## config.mk

```make
export PLATFORM = sky130hd
export DESIGN_NAME = elr_event_router
export DESIGN_NICKNAME = d
export VERILOG_FILES = /design/src/core/elr_pkg.sv /design/src/core/elr_event_router.sv /design/src/core/elr_port_edge.sv
export SDC_FILE = /design/constraint.sdc
export NUM_CORES = 1
export LEC_CHECK = 0
export ABC_AREA = 0
export CELL_PAD_IN_SITES_DETAIL_PLACEMENT = 0
export CELL_PAD_IN_SITES_GLOBAL_PLACEMENT = 1
export CORE_ASPECT_RATIO = 2
export CORE_MARGIN = 5
export CORE_UTILIZATION = 35
export CTS_CLUSTER_DIAMETER = 50
export DETAILED_ROUTE_END_ITERATION = 10
export DONT_BUFFER_PORTS = 1
export PLACE_DENSITY = 0.69
export SLEW_MARGIN = 20
export SYNTH_ARGS = -nofsm -noshare
export SYNTH_HDL_FRONTEND = slang
export SYNTH_SLANG_ARGS = --single-unit
export TNS_END_PERCENT = 20
```

## constraint.sdc

```tcl
create_clock -name ref_clk_in -period 9.2 [get_ports ref_clk_in]
set_input_delay 0.92 -clock ref_clk_in [delete_from_list [all_inputs] [get_ports ref_clk_in]]
set_output_delay 0.92 -clock ref_clk_in [all_outputs]
set_load 0.01 [all_outputs]
```

## src/core/elr_pkg.sv

```systemverilog
package elr_pkg;

    ////////////////////////////////////////////////////////////////////////
    // Sizes
    localparam int NUM_DEST  = 8;
    localparam int NUM_SRC   = 48;
    localparam int NUM_TIMER = 2;
    localparam int PORTB_W   = 8;

    ////////////////////////////////////////////////////////////////////////
    // Reset values
    localparam logic [7:0] SEL_RESET      = 8'h00;
    localparam logic       PB_PREV_RESET  = 1'b0;

    ////////////////////////////////////////////////////////////////////////
    // Source selector codes
    localparam logic [7:0] CODE_MTU_FIRST    = 8'h08;
    localparam logic [7:0] CODE_MTU_LAST     = 8'h1a;
    localparam logic [7:0] CODE_CMT1         = 8'h1f;
    localparam logic [7:0] CODE_TMR0_FIRST   = 8'h22;
    localparam logic [7:0] CODE_TMR0_LAST    = 8'h24;
    localparam logic [7:0] CODE_TMR2_FIRST   = 8'h28;
    localparam logic [7:0] CODE_TMR2_LAST    = 8'h2a;
    localparam logic [7:0] CODE_ADC_CMP_MET  = 8'h34;
    localparam logic [7:0] CODE_ADC_CMP_MISS = 8'h35;
    localparam logic [7:0] CODE_SER5_FIRST   = 8'h3a;
    localparam logic [7:0] CODE_SER5_LAST    = 8'h3d;
    localparam logic [7:0] CODE_TWI0_FIRST   = 8'h4e;
    localparam logic [7:0] CODE_TWI0_LAST    = 8'h51;
    localparam logic [7:0] CODE_ADC_END      = 8'h58;
    localparam logic [7:0] CODE_CMP0         = 8'h59;
    localparam logic [7:0] CODE_CMP01        = 8'h5a;
    localparam logic [7:0] CODE_VDET1        = 8'h5b;
    localparam logic [7:0] CODE_XFER_END     = 8'h61;
    localparam logic [7:0] CODE_PGRP1        = 8'h63;
    localparam logic [7:0] CODE_PSGL0        = 8'h65;
    localparam logic [7:0] CODE_PSGL1        = 8'h66;
    localparam logic [7:0] CODE_SW_EVENT     = 8'h69;
    localparam logic [7:0] CODE_DOC          = 8'h6a;

    ////////////////////////////////////////////////////////////////////////
    // Source vector positions
    typedef logic [5:0] elr_idx_t;

    localparam elr_idx_t IDX_MTU_BASE     = 6'h00;
    localparam elr_idx_t IDX_CMT1         = 6'h13;
    localparam elr_idx_t IDX_TMR0_BASE    = 6'h14;
    localparam elr_idx_t IDX_TMR2_BASE    = 6'h17;
    localparam elr_idx_t IDX_ADC_CMP_MET  = 6'h1a;
    localparam elr_idx_t IDX_ADC_CMP_MISS = 6'h1b;
    localparam elr_idx_t IDX_SER5_BASE    = 6'h1c;
    localparam elr_idx_t IDX_TWI0_BASE    = 6'h20;
    localparam elr_idx_t IDX_ADC_END      = 6'h24;
    localparam elr_idx_t IDX_CMP0         = 6'h25;
    localparam elr_idx_t IDX_CMP01        = 6'h26;
    localparam elr_idx_t IDX_VDET1        = 6'h27;
    localparam elr_idx_t IDX_XFER_END     = 6'h28;
    localparam elr_idx_t IDX_PGRP1        = 6'h29;
    localparam elr_idx_t IDX_PSGL0        = 6'h2a;
    localparam elr_idx_t IDX_PSGL1        = 6'h2b;
    localparam elr_idx_t IDX_SW_EVENT     = 6'h2c;
    localparam elr_idx_t IDX_DOC          = 6'h2d;

    ////////////////////////////////////////////////////////////////////////
    // Modes and carriers
    localparam logic PB_MODE_SINGLE = 1'b0;
    localparam logic PB_MODE_GROUP  = 1'b1;

    typedef enum logic [1:0]
    {
        ELR_TOP_START = 2'h0,
        ELR_TOP_STOP  = 2'h1,
        ELR_TOP_CLEAR = 2'h2,
        ELR_TOP_COUNT = 2'h3
    } elr_top_e;

    typedef struct packed
    {
        logic     valid;
        elr_idx_t idx;
    } elr_route_s;

    typedef struct packed
    {
        logic start;
        logic stop;
        logic clear;
        logic count;
    } elr_tcmd_s;

    ////////////////////////////////////////////////////////////////////////
    // Selector code to source position
    function automatic elr_route_s elr_code_decode(input logic [7:0] code);
        elr_route_s r;
        r.valid = 1'b1;
        r.idx   = IDX_MTU_BASE;
        if (code >= CODE_MTU_FIRST && code <= CODE_MTU_LAST)
            r.idx = elr_idx_t'(code - CODE_MTU_FIRST) + IDX_MTU_BASE;
        else if (code >= CODE_TMR0_FIRST && code <= CODE_TMR0_LAST)
            r.idx = elr_idx_t'(code - CODE_TMR0_FIRST) + IDX_TMR0_BASE;
        else if (code >= CODE_TMR2_FIRST && code <= CODE_TMR2_LAST)
            r.idx = elr_idx_t'(code - CODE_TMR2_FIRST) + IDX_TMR2_BASE;
        else if (code >= CODE_SER5_FIRST && code <= CODE_SER5_LAST)
            r.idx = elr_idx_t'(code - CODE_SER5_FIRST) + IDX_SER5_BASE;
        else if (code >= CODE_TWI0_FIRST && code <= CODE_TWI0_LAST)
            r.idx = elr_idx_t'(code - CODE_TWI0_FIRST) + IDX_TWI0_BASE;
        else
        begin
            case (code)
                CODE_CMT1:         r.idx = IDX_CMT1;
                CODE_ADC_CMP_MET:  r.idx = IDX_ADC_CMP_MET;
                CODE_ADC_CMP_MISS: r.idx = IDX_ADC_CMP_MISS;
                CODE_ADC_END:      r.idx = IDX_ADC_END;
                CODE_CMP0:         r.idx = IDX_CMP0;
                CODE_CMP01:        r.idx = IDX_CMP01;
                CODE_VDET1:        r.idx = IDX_VDET1;
                CODE_XFER_END:     r.idx = IDX_XFER_END;
                CODE_PGRP1:        r.idx = IDX_PGRP1;
                CODE_PSGL0:        r.idx = IDX_PSGL0;
                CODE_PSGL1:        r.idx = IDX_PSGL1;
                CODE_SW_EVENT:     r.idx = IDX_SW_EVENT;
                CODE_DOC:          r.idx = IDX_DOC;
                default:           r.valid = 1'b0;
            endcase
        end
        return r;
    endfunction

endpackage

```

## src/core/elr_event_router.sv

```systemverilog
// What this block does
// - Eight-bit source selector held per destination
// - Forward up to 46 events without processor
// - Codes 08h-0Fh: timer channels 1, 2
// - Codes 10h-1Ah: timer channels 3, 4
// - Codes 1Fh, 22h-24h, 28h-2Ah: other timers
// - Codes 34h, 35h, 58h: converter events
// - Codes 3Ah-3Dh: serial channel five events
// - Codes 4Eh-51h: two-wire channel zero events
// - Codes 59h-5Bh: comparators and voltage detector
// - Codes 61h, 69h, 6Ah: transfer, software, data-op
// - Codes 63h, 65h, 66h: port edge events
// - Software picks timer action on delivered event
// - Port B single pin edge linkage
// - Port B masked pin group linkage
// - Module stop halts event routing; selector writes still taken
`timescale 1ns/1ns
module elr_event_router
    import elr_pkg::*;
(
    input  wire logic                        ref_clk_in,
    input  wire logic                        reset_in,
    input  wire logic                        stop_in,
    input  wire logic [NUM_DEST-1:0]         sel_wr_in,
    input  wire logic [7:0]                  sel_data_in,
    input  wire logic [NUM_SRC-1:0]          periph_event_in,
    input  wire logic                        sw_event_in,
    input  wire logic [NUM_TIMER-1:0][1:0]   timer_op_in,
    input  wire logic [PORTB_W-1:0]          portb_pins_in,
    input  wire logic                        portb_mode_in,
    input  wire logic [2:0]                  portb_bit_sel_in,
    input  wire logic [PORTB_W-1:0]          portb_group_mask_in,
    output logic      [NUM_DEST-1:0]         dest_event_out,
    output elr_tcmd_s [NUM_TIMER-1:0]        timer_cmd_out,
    output logic                             stopped_out
);

    logic       [7:0]                 link_setting_reg [NUM_DEST];
    elr_top_e   [NUM_TIMER-1:0]       timer_op_reg;
    logic       [NUM_DEST-1:0]        dest_event_reg;
    elr_tcmd_s  [NUM_TIMER-1:0]       timer_cmd_reg;
    logic                             stopped_reg;
    logic       [NUM_SRC-1:0]         src_vec;
    elr_route_s [NUM_DEST-1:0]        route;
    wire        [NUM_DEST-1:0]        dest_hit;
    elr_tcmd_s  [NUM_TIMER-1:0]       timer_cmd_next;
    wire                              pb_single_edge;
    wire                              pb_group_edge;

    ////////////////////////////////////////////////////////////////////////
    // Timer action for one delivered event
    function automatic elr_tcmd_s op_to_cmd(input elr_top_e op);
        elr_tcmd_s c;
        c = '0;
        case (op)
            ELR_TOP_START: c.start = 1'b1;
            ELR_TOP_STOP:  c.stop  = 1'b1;
            ELR_TOP_CLEAR: c.clear = 1'b1;
            ELR_TOP_COUNT: c.count = 1'b1;
            default:       c = '0;
        endcase
        return c;
    endfunction

    ////////////////////////////////////////////////////////////////////////
    // Port B edge sources
    elr_port_edge u_port_edge
    (
        .ref_clk_in     (ref_clk_in),
        .reset_in       (reset_in),
        .stop_in        (stop_in),
        .pins_in        (portb_pins_in),
        .mode_in        (portb_mode_in),
        .bit_sel_in     (portb_bit_sel_in),
        .group_mask_in  (portb_group_mask_in),
        .single_edge_out(pb_single_edge),
        .group_edge_out (pb_group_edge)
    );

    ////////////////////////////////////////////////////////////////////////
    // Source vector, internal sources replace their input slots
    always_comb
    begin
        src_vec               = periph_event_in;
        src_vec[IDX_PGRP1]    = pb_group_edge;
        src_vec[IDX_PSGL0]    = pb_single_edge;
        src_vec[IDX_SW_EVENT] = sw_event_in;
    end

    ////////////////////////////////////////////////////////////////////////
    // Selection per destination
    genvar d;
    generate
        for (d = 0; d < NUM_DEST; d++)
        begin : g_dest
            assign route[d]    = elr_code_decode(link_setting_reg[d]);
            assign dest_hit[d] = route[d].valid & src_vec[route[d].idx]
                               & ~stop_in;
        end
        for (d = 0; d < NUM_TIMER; d++)
        begin : g_timer
            assign timer_cmd_next[d] = dest_hit[d] ? op_to_cmd(timer_op_reg[d]) : '0;
        end
    endgenerate

    ////////////////////////////////////////////////////////////////////////
    // Registers
    always_ff @(posedge ref_clk_in or posedge reset_in)
    begin
        if (reset_in)
        begin
            for (int i = 0; i < NUM_DEST; i++)
                link_setting_reg[i] <= SEL_RESET;
        end
        else
        begin
            for (int i = 0; i < NUM_DEST; i++)
                if (sel_wr_in[i])
                    link_setting_reg[i] <= sel_data_in;
        end
    end

    always_ff @(posedge ref_clk_in or posedge reset_in)
    begin
        if (reset_in)
        begin
            for (int i = 0; i < NUM_TIMER; i++)
                timer_op_reg[i] <= ELR_TOP_START;
            dest_event_reg <= '0;
            timer_cmd_reg  <= '0;
            stopped_reg    <= 1'b0;
        end
        else
        begin
            for (int i = 0; i < NUM_TIMER; i++)
                timer_op_reg[i] <= elr_top_e'(timer_op_in[i]);
            dest_event_reg <= dest_hit;
            timer_cmd_reg  <= timer_cmd_next;
            stopped_reg    <= stop_in;
        end
    end

    assign dest_event_out = dest_event_reg;
    assign timer_cmd_out  = timer_cmd_reg;
    assign stopped_out    = stopped_reg;
endmodule

```

## src/core/elr_port_edge.sv

```systemverilog
`timescale 1ns/1ns
module elr_port_edge
    import elr_pkg::*;
(
    input  wire logic               ref_clk_in,
    input  wire logic               reset_in,
    input  wire logic               stop_in,
    input  wire logic [PORTB_W-1:0] pins_in,
    input  wire logic               mode_in,
    input  wire logic [2:0]         bit_sel_in,
    input  wire logic [PORTB_W-1:0] group_mask_in,
    output logic                    single_edge_out,
    output logic                    group_edge_out
);

    logic [PORTB_W-1:0] pins_prev_reg;
    wire  [PORTB_W-1:0] rise_edges;

    ////////////////////////////////////////////////////////////////////////
    // Previous pin levels, frozen while stopped
    always_ff @(posedge ref_clk_in or posedge reset_in)
    begin
        if (reset_in)
            pins_prev_reg <= {PORTB_W{PB_PREV_RESET}};
        else if (!stop_in)
            pins_prev_reg <= pins_in;
    end

    assign rise_edges      = pins_in & ~pins_prev_reg & {PORTB_W{~stop_in}};
    assign single_edge_out = (mode_in == PB_MODE_SINGLE) & rise_edges[bit_sel_in];
    assign group_edge_out  = (mode_in == PB_MODE_GROUP)
                           & (|(rise_edges & group_mask_in));
endmodule

```

== Yosys cells after proc, flatten, opt, wreduce, memory -nomap -nowiden ==
Cells that the tools add are included.

* Register bits after elaboration: 93
* Bits of input ports: 92
* Output and inout bits: 17
* Word-level logic and storage cells: 491

* Add/subtract/negate cells: 72
* Magnitude comparators: 89
* Eq/ne operators: 110
* Multiplexer cells: 124
* Bitwise gates (word level): 24
* Reductions and logical operators: 51

{| class="wikitable"
|+ Operators by type and width
! cell !! number
|-
| $eq 8x7->1 const B || 80
|-
| $pmux 6 s13 || 8
|-
| $mux 6 || 40
|-
| $ge 8x6->1 const B || 24
|-
| $le 8x6->1 const B || 24
|-
| $add 6x5->6 const B || 24
|-
| $sub 6x6->6 const B || 24
|-
| $eq 8x6->1 const B || 16
|-
| $reduce_or 13->1 || 8
|-
| $sub 6x4->6 const B || 16
|-
| $mux 1 || 65
|-
| $eq 8x5->1 const B || 8
|-
| $ge 8x4->1 const B || 8
|-
| $ge 8x7->1 const B || 8
|-
| $le 8x5->1 const B || 8
|-
| $le 8x7->1 const B || 8
|-
| $lt 6x7->1 const B || 8
|-
| $add 6x6->6 const B || 8
|-
| $bmux 1 s6 || 8
|-
| $logic_and 1x1->1 || 40
|-
| $and 8x8->8 || 3
|-
| $and 1x1->1 || 18
|-
| $eq 2x2->1 const B || 4
|-
| $mux 4 || 2
|-
| other kinds (7) || 10
|}

== Logic depth before layout (Yosys ltp) ==
Gate-level depths: netlist of the first run.

* Word-level depth: 12
* Mapped depth: 18
* Gate-level depth less buffers: 13

== Cells and area by module ==
Synthesis of the first run repeated with hierarchy kept, for this count alone.

* Cell total of the unflattened synthesis: 1,987
* Area total of the unflattened synthesis: 15,864.0 um^2

{| class="wikitable"
|+ By module, submodules not included
! module !! times used !! cells each !! area each (um^2) !! seq. area each (um^2)
|-
| elr_event_router || 1 || 1,943 || 15,358.5 || 2,127.0
|-
| elr_port_edge || 1 || 44 || 505.5 || 200.2
|}

== Least setup slack after synthesis of the first run ==
No wires, ideal clock.

* Path kind: register to register
* Start point: reg link_setting_reg[59] (netlist bit)
* End point: reg timer_cmd_reg (netlist bit timer_cmd_out[1])
* Library setup time: 137 ps
* Arrival: 3,598 ps
* Required time: 9,063 ps
* Slack: 5,465 ps
* Cell stages (with the launch flop): 18
* Buffers on the path: 4
* Clock period less this slack: 3,735 ps
* Path through: dfrtp_1 -> clkbuf_1 -> buf_2 -> inv_1 -> ha_1 -> and3b_1 -> o2111a_1 -> buf_2 -> o41ai_1 -> a31oi_1 -> a311oi_2 -> buf_4 -> mux2i_1 -> a22oi_1 -> nand3b_1 -> a211oi_1 -> a41oi_1 -> nor3b_1

{| class="wikitable"
|+ RTL lines
! item !! RTL line !! RTL
|-
| start, declared || elr_event_router.sv:38 || <nowiki>logic [7:0] link_setting_reg [NUM_DEST];</nowiki>
|-
| start signal, assigned by index || elr_event_router.sv:119 || <nowiki>link_setting_reg[i] <= sel_data_in;</nowiki>
|-
| end signal, assigned || elr_event_router.sv:138 || <nowiki>timer_cmd_reg <= timer_cmd_next;</nowiki>
|-
| end, declared || elr_event_router.sv:41 || <nowiki>elr_tcmd_s [NUM_TIMER-1:0] timer_cmd_reg;</nowiki>
|}

== Worst setup path after layout of the first run ==
* Start point: reg link_setting_reg[18] (netlist bit)
* End point: reg dest_event_reg[5] (netlist: dest_event_out[5])

* Cells in the longest elaborated chain, start to end: 11
* Elaborated cells on any way between the ends: 54
* Those cells by class: 9 x add/sub; 10 x order compare; 13 x eq/ne; 14 x mux; 2 x bitwise; 6 x reduce/logical

{| class="wikitable"
|+ RTL lines
! item !! RTL line !! RTL
|-
| $sub 6x4->6, or another cell as far along || elr_pkg.sv:106 || <nowiki>r.idx = elr_idx_t'(code - CODE_TWI0_FIRST) + IDX_TWI0_BASE;</nowiki>
|-
| $add 6x6->6, or another cell as far along || elr_pkg.sv:106 ||
|-
| $mux 6 || elr_pkg.sv:105 || <nowiki>else if (code >= CODE_TWI0_FIRST && code <= CODE_TWI0_LAST)</nowiki>
|-
| $mux 6 || elr_pkg.sv:103 || <nowiki>else if (code >= CODE_SER5_FIRST && code <= CODE_SER5_LAST)</nowiki>
|-
| $mux 6 || elr_pkg.sv:101 || <nowiki>else if (code >= CODE_TMR2_FIRST && code <= CODE_TMR2_LAST)</nowiki>
|-
| $mux 6 || elr_pkg.sv:99 || <nowiki>else if (code >= CODE_TMR0_FIRST && code <= CODE_TMR0_LAST)</nowiki>
|-
| $mux 6 || elr_pkg.sv:97 || <nowiki>if (code >= CODE_MTU_FIRST && code <= CODE_MTU_LAST)</nowiki>
|-
| $bmux 1 s6 || elr_event_router.sv:97 || <nowiki>assign dest_hit[d] = route[d].valid & src_vec[route[d].idx]</nowiki>
|-
| $mux 1 (not written as such) || elr_event_router.sv:97 ||
|-
| $and 1x1->1 * || elr_event_router.sv:97 ||
|-
| $and 1x1->1 * || elr_event_router.sv:98 || <nowiki>& ~stop_in;</nowiki>
|-
| via dest_hit[5] || elr_event_router.sv:45 || <nowiki>wire [NUM_DEST-1:0] dest_hit;</nowiki>
|-
| end signal, assigned || elr_event_router.sv:137 || <nowiki>dest_event_reg <= dest_hit;</nowiki>
|-
| end, declared || elr_event_router.sv:40 || <nowiki>logic [NUM_DEST-1:0] dest_event_reg;</nowiki>
|}

Mark *: on every way through the listed nets, which the timed path passes. The rest lies on a longest branch. The select of a mux whose other input is x is not followed.
A chain may end at the register's enable or synchronous reset.

==> flow_results.org, run 1 <==
** Die
- Io pins :: approximately 110
- The die covers ~0.049 mm2.
- Vertical extent of the die :: 308 um
- Placeable core region :: ~0.044 mm2
- # rows :: 109
- Once the floorplan was initialized, standard cells occupied between 30% and 40% of the core.
- The die is 159 um wide.

** Setup path
- Delay-heaviest family, CP :: compound AO/OA/AOI/OAI gates
- Required time of the critical path :: 9.43 ns
- The largest single stage delay on the critical path is 0.80 ns.
- Cell repeated most along the worst path :: sky130_fd_sc_hd__mux2i_1
- CP max stage cell :: sky130_fd_sc_hd__nand4_1
- Worst R2R Setup Slack :: slightly above 4 ns
- Count of buffering cells on the critical path with inverters included :: 1
- In this run the critical register-to-register path is captured at dest_event_out[5]$_DFF_PP0_.
- Traced cell by cell, the critical path runs through clkinv_1 > ha_1 > nor2b_1 > a22o_1 > and2_0 > a32oi_1 > nand4_1 > mux2i_1 > mux2i_1 > mux2i_1 > mux2_2 > a311o_1 > a211oi_1.
- The startpoint identified for the worst register-to-register timing path is link_setting_reg[18]$_DFFE_PP0P_.
- For the worst flop-to-flop path, the logic depth is 13.
- At the worst endpoint, the arrival time is around 5.3 ns.
- The setup path with the least slack is of type reg2reg.
- Crit path launch type :: flip-flop
- Of all nets on the critical path, the largest fanout is 16.
- Endpoint type of the worst setup path :: flip-flop

** Routing
- Post-Route WL :: 61,200 um
- For this run, design rule violations remaining after detail routing come to 0.
- Post-DRT Antenna Nets :: 0
- The detailed router placed about 16,000 vias in this run.
- Dividing the detail-routed wire length by the instance count gives 25.5 um.
- In this run, the number of DRC markers left after iteration 0 of detailed routing was between 1,000 and 1,500.
- Initial DRT Pass Iterations :: 6
- Via density :: roughly 6.6

** STA
- Max Clock Skew :: 0.0127 ns
- The worst path meets setup with roughly 4.1 ns of slack.
- Period utilisation layout :: between 50% and 60%
- Unrepaired setup endpoints after global routing :: false
- Number of max-slew violations in the final report :: 0
- Measured against its own limit, the worst slew margin works out to between 20% and 30%.
- Count of final hold-check violations :: 0
- Setup violations remaining at the end of the flow were counted as 0.
- Timing would allow up to just under 0.2 GHz.
- The clock period could shrink to just over 5 ns.
- For the pin with the worst max-slew slack, the measured transition is about 1.1 ns.
- Setup TNS :: 0 ns

** Finish
- Counting the fill cells in the layout gives between 4,000 and 5,000.
- In the final layout, flip-flops and latches occupy ~0.0023 mm2.
- Diode insertion count for antenna repair :: 0
- Area Growth Syn to Fin :: 3.20%
- Flip-flop count of the largest register after layout :: 64
- Ratio of cells with drive above 1 in the final layout :: 8.47%
- Summing all non-filler instances in the final layout gives an area of around 0.016 mm2.
- In the final design database the tool counted between 2,000 and 2,500 nets.
- Multi-input logic area :: 0.0124 mm2
- Util after Layout :: between 30% and 40%

** Hold path
- Hold Crit Class :: in2async

** Power and ir drop
- In this run the power spent charging and discharging nets is roughly 860 uW.
- Cell-internal power :: around 1.0 mW
- Power Dens Cells :: about 120 mW/mm2
- In this run, the clock network consumes about a fifth of the power.
- Of the total power, registers draw a little under 30%.
- The share of total power dissipated in combinational logic is 50.0%.
- Of the total power, the share spent switching nets is a little under half.
- VDD sags by at most 0.000105 V.
- Static leakage :: 6.73 nW

** Yosys
- Warnings from Yosys :: 0
- Synthesized area divided by synthesized cell count :: around 8.0 um2
- Synthesized instance count :: roughly 1,900
- Counting flops with an async set or reset pin after synthesis yields a share of 100%.
- The synthesized design contains 0 enable-type register cells.
- Distinct cells, synth :: approximately 110
- The mapped netlist covers approximately 0.016 mm2.
- The most used flip-flop cell after synthesis is sky130_fd_sc_hd__dfrtp_1.
- Net count of the mapped netlist :: 2,150
- Counting flops and latches in the post-synthesis netlist gives between 90 and 100.
- Proportion of synthesized chip area in sequential cells :: ~15%

** Clock tree
- TritonCTS buffer count :: 9
- Clock insertion delay at the later pin of the skew report :: 0.39 ns
- Max Root-Sink Buffers :: 2
- In this run the number of H-tree levels came out at 3.
- CTS resizes :: 0
- Cell at the root of the clock tree :: sky130_fd_sc_hd__clkbuf_16
- Clock-pin slew was measured on the worst setup and hold paths at around 0.08 ns.
- Buffers inserted during post-CTS setup optimization :: 0
- For this design, the CTS-stage hold fixing added 0 buffers.
- TritonCTS sink count :: 93
- TritonCTS built the clock tree.

** Placed design
- RD Place Congestion :: around 0.96
- Number of port buffers :: 0
- Placed inst area :: 0.0158 mm2
- The HPWL after detailed placement is between 40,000 and 50,000 um.
- Worst setup slack after placement :: roughly 4.2 ns

** Global route
- Number of global-route vias before repair :: between 15,000 and 20,000
- Total global routing track utilization :: between 20% and 30%
- Entering global routing, the biggest net connects 53 pins.
- For this run the aggregate overflow at the end of global routing stands at 0.
- Antenna violations before repair :: 2
- Global-route wire length before repair :: between 90,000 and 100,000 um

** Outcome
- Status :: completed

** Job
- The tool flagged a number of max-cap violations equal to 0.
-- final cells by class --
class | instances | area share [%]
clock buffer | 9 | 1.40
tap | 555 | 4.32
clock inverter | 7 | 0.405
inverter | 85 | 2.00
sequential | 93 | 14.5
multi-input combinational | 1638 | 77.0
timing repair buffer | 9 | 0.420
-- synth_stat cells (10+ instances only) --
cell,instances,area (um2)
sky130_fd_sc_hd__mux2i_1,192,1920
sky130_fd_sc_hd__nand2_1,167,627
sky130_fd_sc_hd__o21ai_0,131,656
sky130_fd_sc_hd__ha_1,112,1400
sky130_fd_sc_hd__nor2_1,103,387
sky130_fd_sc_hd__dfrtp_1,93,2330
sky130_fd_sc_hd__inv_1,84,315
sky130_fd_sc_hd__a21oi_1,76,380
sky130_fd_sc_hd__clkbuf_1,68,255
sky130_fd_sc_hd__mux2_2,63,709
sky130_fd_sc_hd__nand3_1,63,315
sky130_fd_sc_hd__buf_2,45,225
sky130_fd_sc_hd__nor3_1,43,215
sky130_fd_sc_hd__o211ai_1,39,293
sky130_fd_sc_hd__and3_1,36,225
sky130_fd_sc_hd__nand2b_1,36,225
sky130_fd_sc_hd__nand3b_1,29,218
sky130_fd_sc_hd__xnor2_1,28,245
sky130_fd_sc_hd__a31oi_1,24,150
sky130_fd_sc_hd__a211oi_1,23,173
sky130_fd_sc_hd__o2111ai_1,20,175
sky130_fd_sc_hd__nor2b_1,19,119
sky130_fd_sc_hd__nand4_1,17,106
sky130_fd_sc_hd__nor3b_1,17,128
sky130_fd_sc_hd__a22oi_1,16,120
sky130_fd_sc_hd__a32oi_1,14,123
sky130_fd_sc_hd__and3b_1,14,123
sky130_fd_sc_hd__nor4_1,14,87.6
sky130_fd_sc_hd__o221ai_1,14,123
sky130_fd_sc_hd__a221oi_1,13,114
sky130_fd_sc_hd__o211a_1,13,130
sky130_fd_sc_hd__o31ai_1,13,97.6
sky130_fd_sc_hd__a32o_1,12,120
sky130_fd_sc_hd__and2_1,12,75.1
sky130_fd_sc_hd__xor2_1,12,105
sky130_fd_sc_hd__a21boi_0,11,82.6
sky130_fd_sc_hd__o21a_1,11,82.6
sky130_fd_sc_hd__mux4_2,10,225
sky130_fd_sc_hd__nor4bb_1,10,100
sky130_fd_sc_hd__or2_2,10,62.6
-- routing by layer --
| metal | GRT usage, % | up-vias | share of wire (%) |
|---|---|---|---|
| li1 | - | 7208 | - |
| met1 | 24.7 | 7618 | 35 |
| met2 | 43.5 | 698 | 51 |
| met3 | 4.48 | 220 | 6.6 |
| met4 | 16.3 | 0 | 7.6 |
| met5 | 0 | - | 0 |
-- stage by stage --
step,std cells,power (mW),hold slack [ns]
detailed placement,2380,1.50,0.469
CTS,2396,1.91,0.460
floorplan,1946,1.30,0.446
global route,2396,2.03,0.493
finish,2396,1.90,0.446
global placement,2380,1.48,0.459
-- logic make-up after synthesis --
| kind of cell | Yosys count | share of synthesized area (%) |
|---|---|---|
| muxes | 265 | 18.3 |
| DFF | 93 | 14.9 |
| adders and majority gates | 112 | 9.00 |
| xor gates and xnor gates | 40 | 2.25 |
| and+or+nand+nor | 639 | 22.2 |
| AOI/OAI and AO/OA | 582 | 27.4 |
| buffers and inverters | 215 | 5.81 |
-- power by group through the flow --
stage / logic (mW) / registers [mW] / clock network (mW)
final: 0.952 / 0.557 / 0.394
after global placement: 0.922 / 0.561 / 0
after floorplan: 0.815 / 0.490 / 0
after global routing: 1.04 / 0.566 / 0.424
after detailed placement: 0.937 / 0.561 / 0
after CTS: 0.943 / 0.554 / 0.416
-- cell usage in the layout (no fill, tap or decap), drive strengths merged, types with 15 or more instances in the layout --
cell type	n
mux2	63
xnor2	28
nand2b	36
dfrtp	93
o2111ai	20
a211oi	26
nor4	15
a31oi	26
a21oi	77
a32oi	17
mux2i	192
nand2	167
o211ai	39
and3	36
inv	87
nor2b	19
nor3	44
a22oi	16
ha	112
nor3b	19
nand4	18
o21ai	136
nor2	103
nand3	63
nand3b	29
-- worst max path at each step --
stage	from	endpoint	cells past startpoint
6_report	link_setting_reg[18]$_DFFE_PP0P_	dest_event_out[5]$_DFF_PP0_	13
5_1_grt	link_setting_reg[58]$_DFFE_PP0P_	timer_cmd_out[3]$_DFF_PP0_	13
4_1_cts	link_setting_reg[18]$_DFFE_PP0P_	dest_event_out[5]$_DFF_PP0_	13
3_5_place_dp	link_setting_reg[18]$_DFFE_PP0P_	dest_event_out[5]$_DFF_PP0_	13
3_3_place_gp	link_setting_reg[18]$_DFFE_PP0P_	dest_event_out[5]$_DFF_PP0_	13
2_1_floorplan	link_setting_reg[59]$_DFFE_PP0P_	timer_cmd_out[1]$_DFF_PP0_	17
(Power assumes the default switching activity.)
==> inputs of run 2 (changes only) <==
ABC_AREA = 1   (was 0)
PLACE_DENSITY = 0.74   (was 0.69)
clock period = 5.3 ns   (was 9.2 ns; I/O delays follow)
==> run 2 against run 1 <==
  * Synthesized area is 2.3% higher
  * Flip-flop and latch count unchanged
  * Sequential power rose by 69%
  * Critical endpoint is now dest_event_out[7]$_DFF_PP0_
==> flow_results.org, run 2 <==
** Setup path
- Kind of critical path :: reg2reg
- Register-to-Register Path Depth :: 18 (+5)
- Crit path DAT :: 4.59 ns (-0.74 ns)
- Required time of the critical path :: 5.57 ns (-3.86 ns)
- The cell family contributing the most delay on the critical path is simple AND/OR/NAND/NOR gates.
- The endpoint identified for the worst register-to-register timing path is dest_event_out[7]$_DFF_PP0_.
- The signal on the critical path passes through inv_1 > ha_1 > o21ai_0 > nand3_1 > o21ai_0 > nand3_1 > nand3_1 > nand2_1 > nand2_1 > nand2_1 > inv_2 > nand2_1 > nand3_1 > nand3_1 > nand3_1 > nand3_1 > a21oi_1 > nor2_1.
- In this design, the critical path's most frequently occurring cell is sky130_fd_sc_hd__nand3_1.
- The worst register-to-register path begins at link_setting_reg[1]$_DFFE_PP0P_.
- Largest incremental delay on the critical path :: 0.58 ns (-0.22 ns)
- The worst setup path is captured at a flip-flop.
- Crit Path Max Fanout :: 23 (+7)
- The count of buffering cells on the critical path with inverters included is 2 (+1).
- Crit path launch type :: flip-flop
- The reg-to-reg setup timing slack was 0.98 ns (-3.12 ns).
- On the critical path, the stage with the largest delay is an instance of sky130_fd_sc_hd__dfrtp_1.

** Clock tree
- TritonCTS built the clock tree.
- CTS resizes :: 0 (unchanged)
- Cell at the root of the clock tree :: sky130_fd_sc_hd__clkbuf_16
- The buffer count from post-CTS setup fixing was 0 (unchanged).
- CTS H-tree lvls :: 3 (unchanged)
- The maximum count of clock buffers along a single path came to 2 (unchanged).
- The clock latency of the later-clocked register in the worst-skew pair came to 0.39 ns (about the same).
- TritonCTS sink count :: 93 (unchanged)
- Clock input transition at the sequential cells of the worst setup and hold paths :: 0.07 ns (about the same)
- The clock buffer count from CTS is 9 (unchanged).
- Hold-fix buffers at CTS :: 0 (unchanged)

** Yosys
- The share of synthesized flip-flops with an asynchronous set or reset is 100% (unchanged).
- Post-synthesis share of cell area spent on and, or, nand and nor gates :: 47.5% (+25 points)
- The sequential fraction of the synthesis area came to 14.6% (-0.34 points).
- The number of synthesized flops with an enable pin came to 0 (unchanged).
- The number of unique standard cell types used by synthesis came to 57 (-46%).
- The number of synthesized register bits came to 93 (unchanged).
- Most frequent cells after synthesis :: 912 x sky130_fd_sc_hd__nand2_1, 572 x sky130_fd_sc_hd__nand3_1, 273 x sky130_fd_sc_hd__inv_1
- Synth Cell Area :: 0.0159 mm2 (+2.3%)
- For this run, the leading register cell type out of synthesis is sky130_fd_sc_hd__dfrtp_1.
- Count leader, synth :: sky130_fd_sc_hd__nand2_1
- Adder-cell share of the synthesized area :: 8.79% (-0.20 points)
- Fraction of post-synthesis cell area in the top cell type by area :: 21.5% (+6.5 points)
- By area, the combinational part of the netlist is dominated by simple AND/OR/NAND/NOR gates.
- Synthesized area divided by synthesized cell count :: 5.58 um2 (-30%)
- By area the synthesized netlist is led by sky130_fd_sc_hd__nand2_1 21%, sky130_fd_sc_hd__nand3_1 18%, sky130_fd_sc_hd__dfrtp_1 15%.
- Net count of the mapped netlist :: 3,060 (+42%)
- The synthesized-area fraction occupied by ao, oa, aoi and oai cells is 15.0% (-12 points).
- Synthesized instance count :: 2,856 (+47%)
- sky130_fd_sc_hd__nand2_1 takes more of the synthesized area than any other cell.
- Warnings from Yosys :: 0 (unchanged)
- Xor and xnor fraction of the mapped netlist area :: 2.86% (+0.61 points)
- The fraction of synthesized area in multiplexers is 0.0707% (-18 points).

** Routing
- The final antenna-violating net count was 0 (unchanged).
- Initial DRT Pass Iterations :: 9 (+3)
- The routed length per placed instance came to 20.6 um (-19%).
- The post-route DRC violation count is 0 (unchanged).
- The per-cell via count in the routed design was 5.74 (-13%).
- The overall via count from detail_route came to 19,200 (+22%).
- The final routed wirelength across all metal layers was 68,600 um (+12%).
- The first-iteration detailed-routing DRC count came to 1,670 (+31%).

** Finish
- The core utilization of the finished layout was 36.6% (+0.20 points).
- Most common cell after layout, fill and taps aside :: sky130_fd_sc_hd__nand2_1
- The number of nets in the final layout was 2,974 (+46%).
- Commonest non-fill, non-tap cells in the layout :: 912 x sky130_fd_sc_hd__nand2_1, 572 x sky130_fd_sc_hd__nand3_1, 272 x sky130_fd_sc_hd__inv_1
- Flip-flop count of the largest register after layout :: 64 (unchanged)
- Area Growth Syn to Fin :: 3.31%
- Area of all placed cells without fillers :: 0.0165 mm2 (+2.4%)
- The layout cell share with drive strength beyond 1 was 4.68% (-3.8 points).
- Finished Layout Cells :: 3,336 (+39%)

** Global route
- Remaining Overflow, GRT :: 0 (unchanged)
- The largest net degree at the start of global routing was 49 (-7.5%).
- The number of antenna violations at the first check in global routing came to 1 (-1).
- Global-route wire length before repair :: 104,000 um (+12%)
- The via count of the first global-routing pass came to 18,600 (+19%).
- The overall global routing resource usage was 26.4% (+2.5 points).

** Power and ir drop
- The clock network fraction of design power is 18.4% (-2.3 points).
- The proportion of power drawn by combinational gates came to 59.8% (+9.8 points).
- The sequential cell fraction of total power is 21.8% (-7.5 points).
- The power per unit of standard cell area is 262 mW/mm2 (+120%).
- Max VDD drop :: 0.000157 V (+50%)
- Switching pwr :: 2.27 mW (+160%)
- The switching portion of total power was 52.5% (+7.4 points).
- The static leakage came to 8.43 nW (+25%).
- Cell-internal power :: 2.05 mW (+96%)

** Die
- Vertical extent of the die :: 312 um (+1.1%)
- The number of top-level pins came to 109 (unchanged).
- Area of the die :: 0.0502 mm2 (+2.2%)
- Effective utilization at floorplan :: 35.4% (+0.16 points)
- The horizontal die dimension came to 161 um (+1.1%).
- The standard cell core area is 0.0450 mm2 (+1.9%).
- # rows :: 110 (+0.92%)

** STA
- Max Clock Skew :: 0.0131 ns (+0.000397 ns)
- The worst max-slew margin expressed relative to the limit was 31.5% (+4.7 points).
- The count of endpoints failing setup in the final report is 0 (unchanged).
- The actual transition at the worst max-transition pin came to 1.03 ns (-0.0677 ns).
- The total negative slack for setup checks is 0 ns (unchanged).
- The max-slew violation count is 0 (unchanged).
- Final period demand of the worst path :: 4.32 ns (-0.782 ns)
- Max Freq :: 0.232 GHz (+18%)
- Count of final hold-check violations :: 0 (unchanged)
- The share of the clock period used by the worst path is 81.5% (+26 points).
- Setup repair after global routing left no endpoint under its margin.

** Placed design
- Final HPWL from detailed placement :: 53,300 um (+17%)
- The number of instances in the placed design is 3,319 (+39%).
- Number of port buffers :: 0 (unchanged)
- The placed standard-cell area was 0.0161 mm2 (+2.1%).
- The final weighted congestion in routability-driven placement was 1.02 (+6.0%).

** Job
- Max capacitance violation total :: 0 (unchanged)

** Outcome
- The flow ran to the end, and the final reports show no timing, DRC or antenna violations.

** Hold path
- Hold Crit Class :: in2async
[run 2: worst max path at each step]
stage                                     from                     endpoint  slack [ns]  depth (start not counted)
3_5_place_dp   link_setting_reg[1]$_DFFE_PP0P_  dest_event_out[7]$_DFF_PP0_        1.12                         18
3_3_place_gp   link_setting_reg[1]$_DFFE_PP0P_  dest_event_out[7]$_DFF_PP0_        1.14                         18
6_report       link_setting_reg[1]$_DFFE_PP0P_  dest_event_out[7]$_DFF_PP0_        0.98                         18
2_1_floorplan                         reset_in  dest_event_out[0]$_DFF_PP0_        2.35                          1
4_1_cts        link_setting_reg[1]$_DFFE_PP0P_  dest_event_out[7]$_DFF_PP0_        1.10                         18
5_1_grt        link_setting_reg[1]$_DFFE_PP0P_  dest_event_out[7]$_DFF_PP0_        0.71                         18
[run 2: per-layer routing]
layer / GRT usage, % / vias to the layer above / routed length (um)
met2: 47.3 / 767 / 34200
met5: 0 / - / 0
met3: 5.67 / 304 / 4630
met4: 22.1 / 0 / 6630
li1: - / 9256 / -
met1: 25.4 / 8823 / 23200
[run 2: layout make-up]
cell class	count	area (um2)
antenna	1	2.50
clock buffer	9	225
clock inverter	7	121
fill	5049	28500
inverter	324	1230
multi-input combinational	2338	11800
sequential	93	2330
tap	560	701
timing repair buffer	4	30.0
[run 2: kinds of logic after synthesis]
family,Yosys count
compound gates,418
simple gates,1755
mux,1
xor+xnor,52
fa+ha+maj,112
flops,93
buf+inv,425
[run 2: power by group through the flow]
| stage | clock, mW | sequential, mW | combinational (mW) |
|---|---|---|---|
| final | 0.793 | 0.942 | 2.58 |
| after global routing | 0.837 | 0.955 | 2.90 |
| after CTS | 0.816 | 0.940 | 2.54 |
| after detailed placement | 0 | 0.954 | 2.53 |
| after global placement | 0 | 0.953 | 2.52 |
| after floorplan | 0 | 0.870 | 2.07 |
[run 2: metrics by stage]
step | hold slack (ns) | power (mW) | setup slack (ns)
after floorplan | 0.424 | 2.94 | 2.35
after global placement | 0.447 | 3.47 | 1.14
after detailed placement | 0.444 | 3.48 | 1.12
after CTS | 0.0977 | 4.30 | 1.10
after global routing | 0.121 | 4.69 | 0.707
final | 0.0696 | 4.32 | 0.981
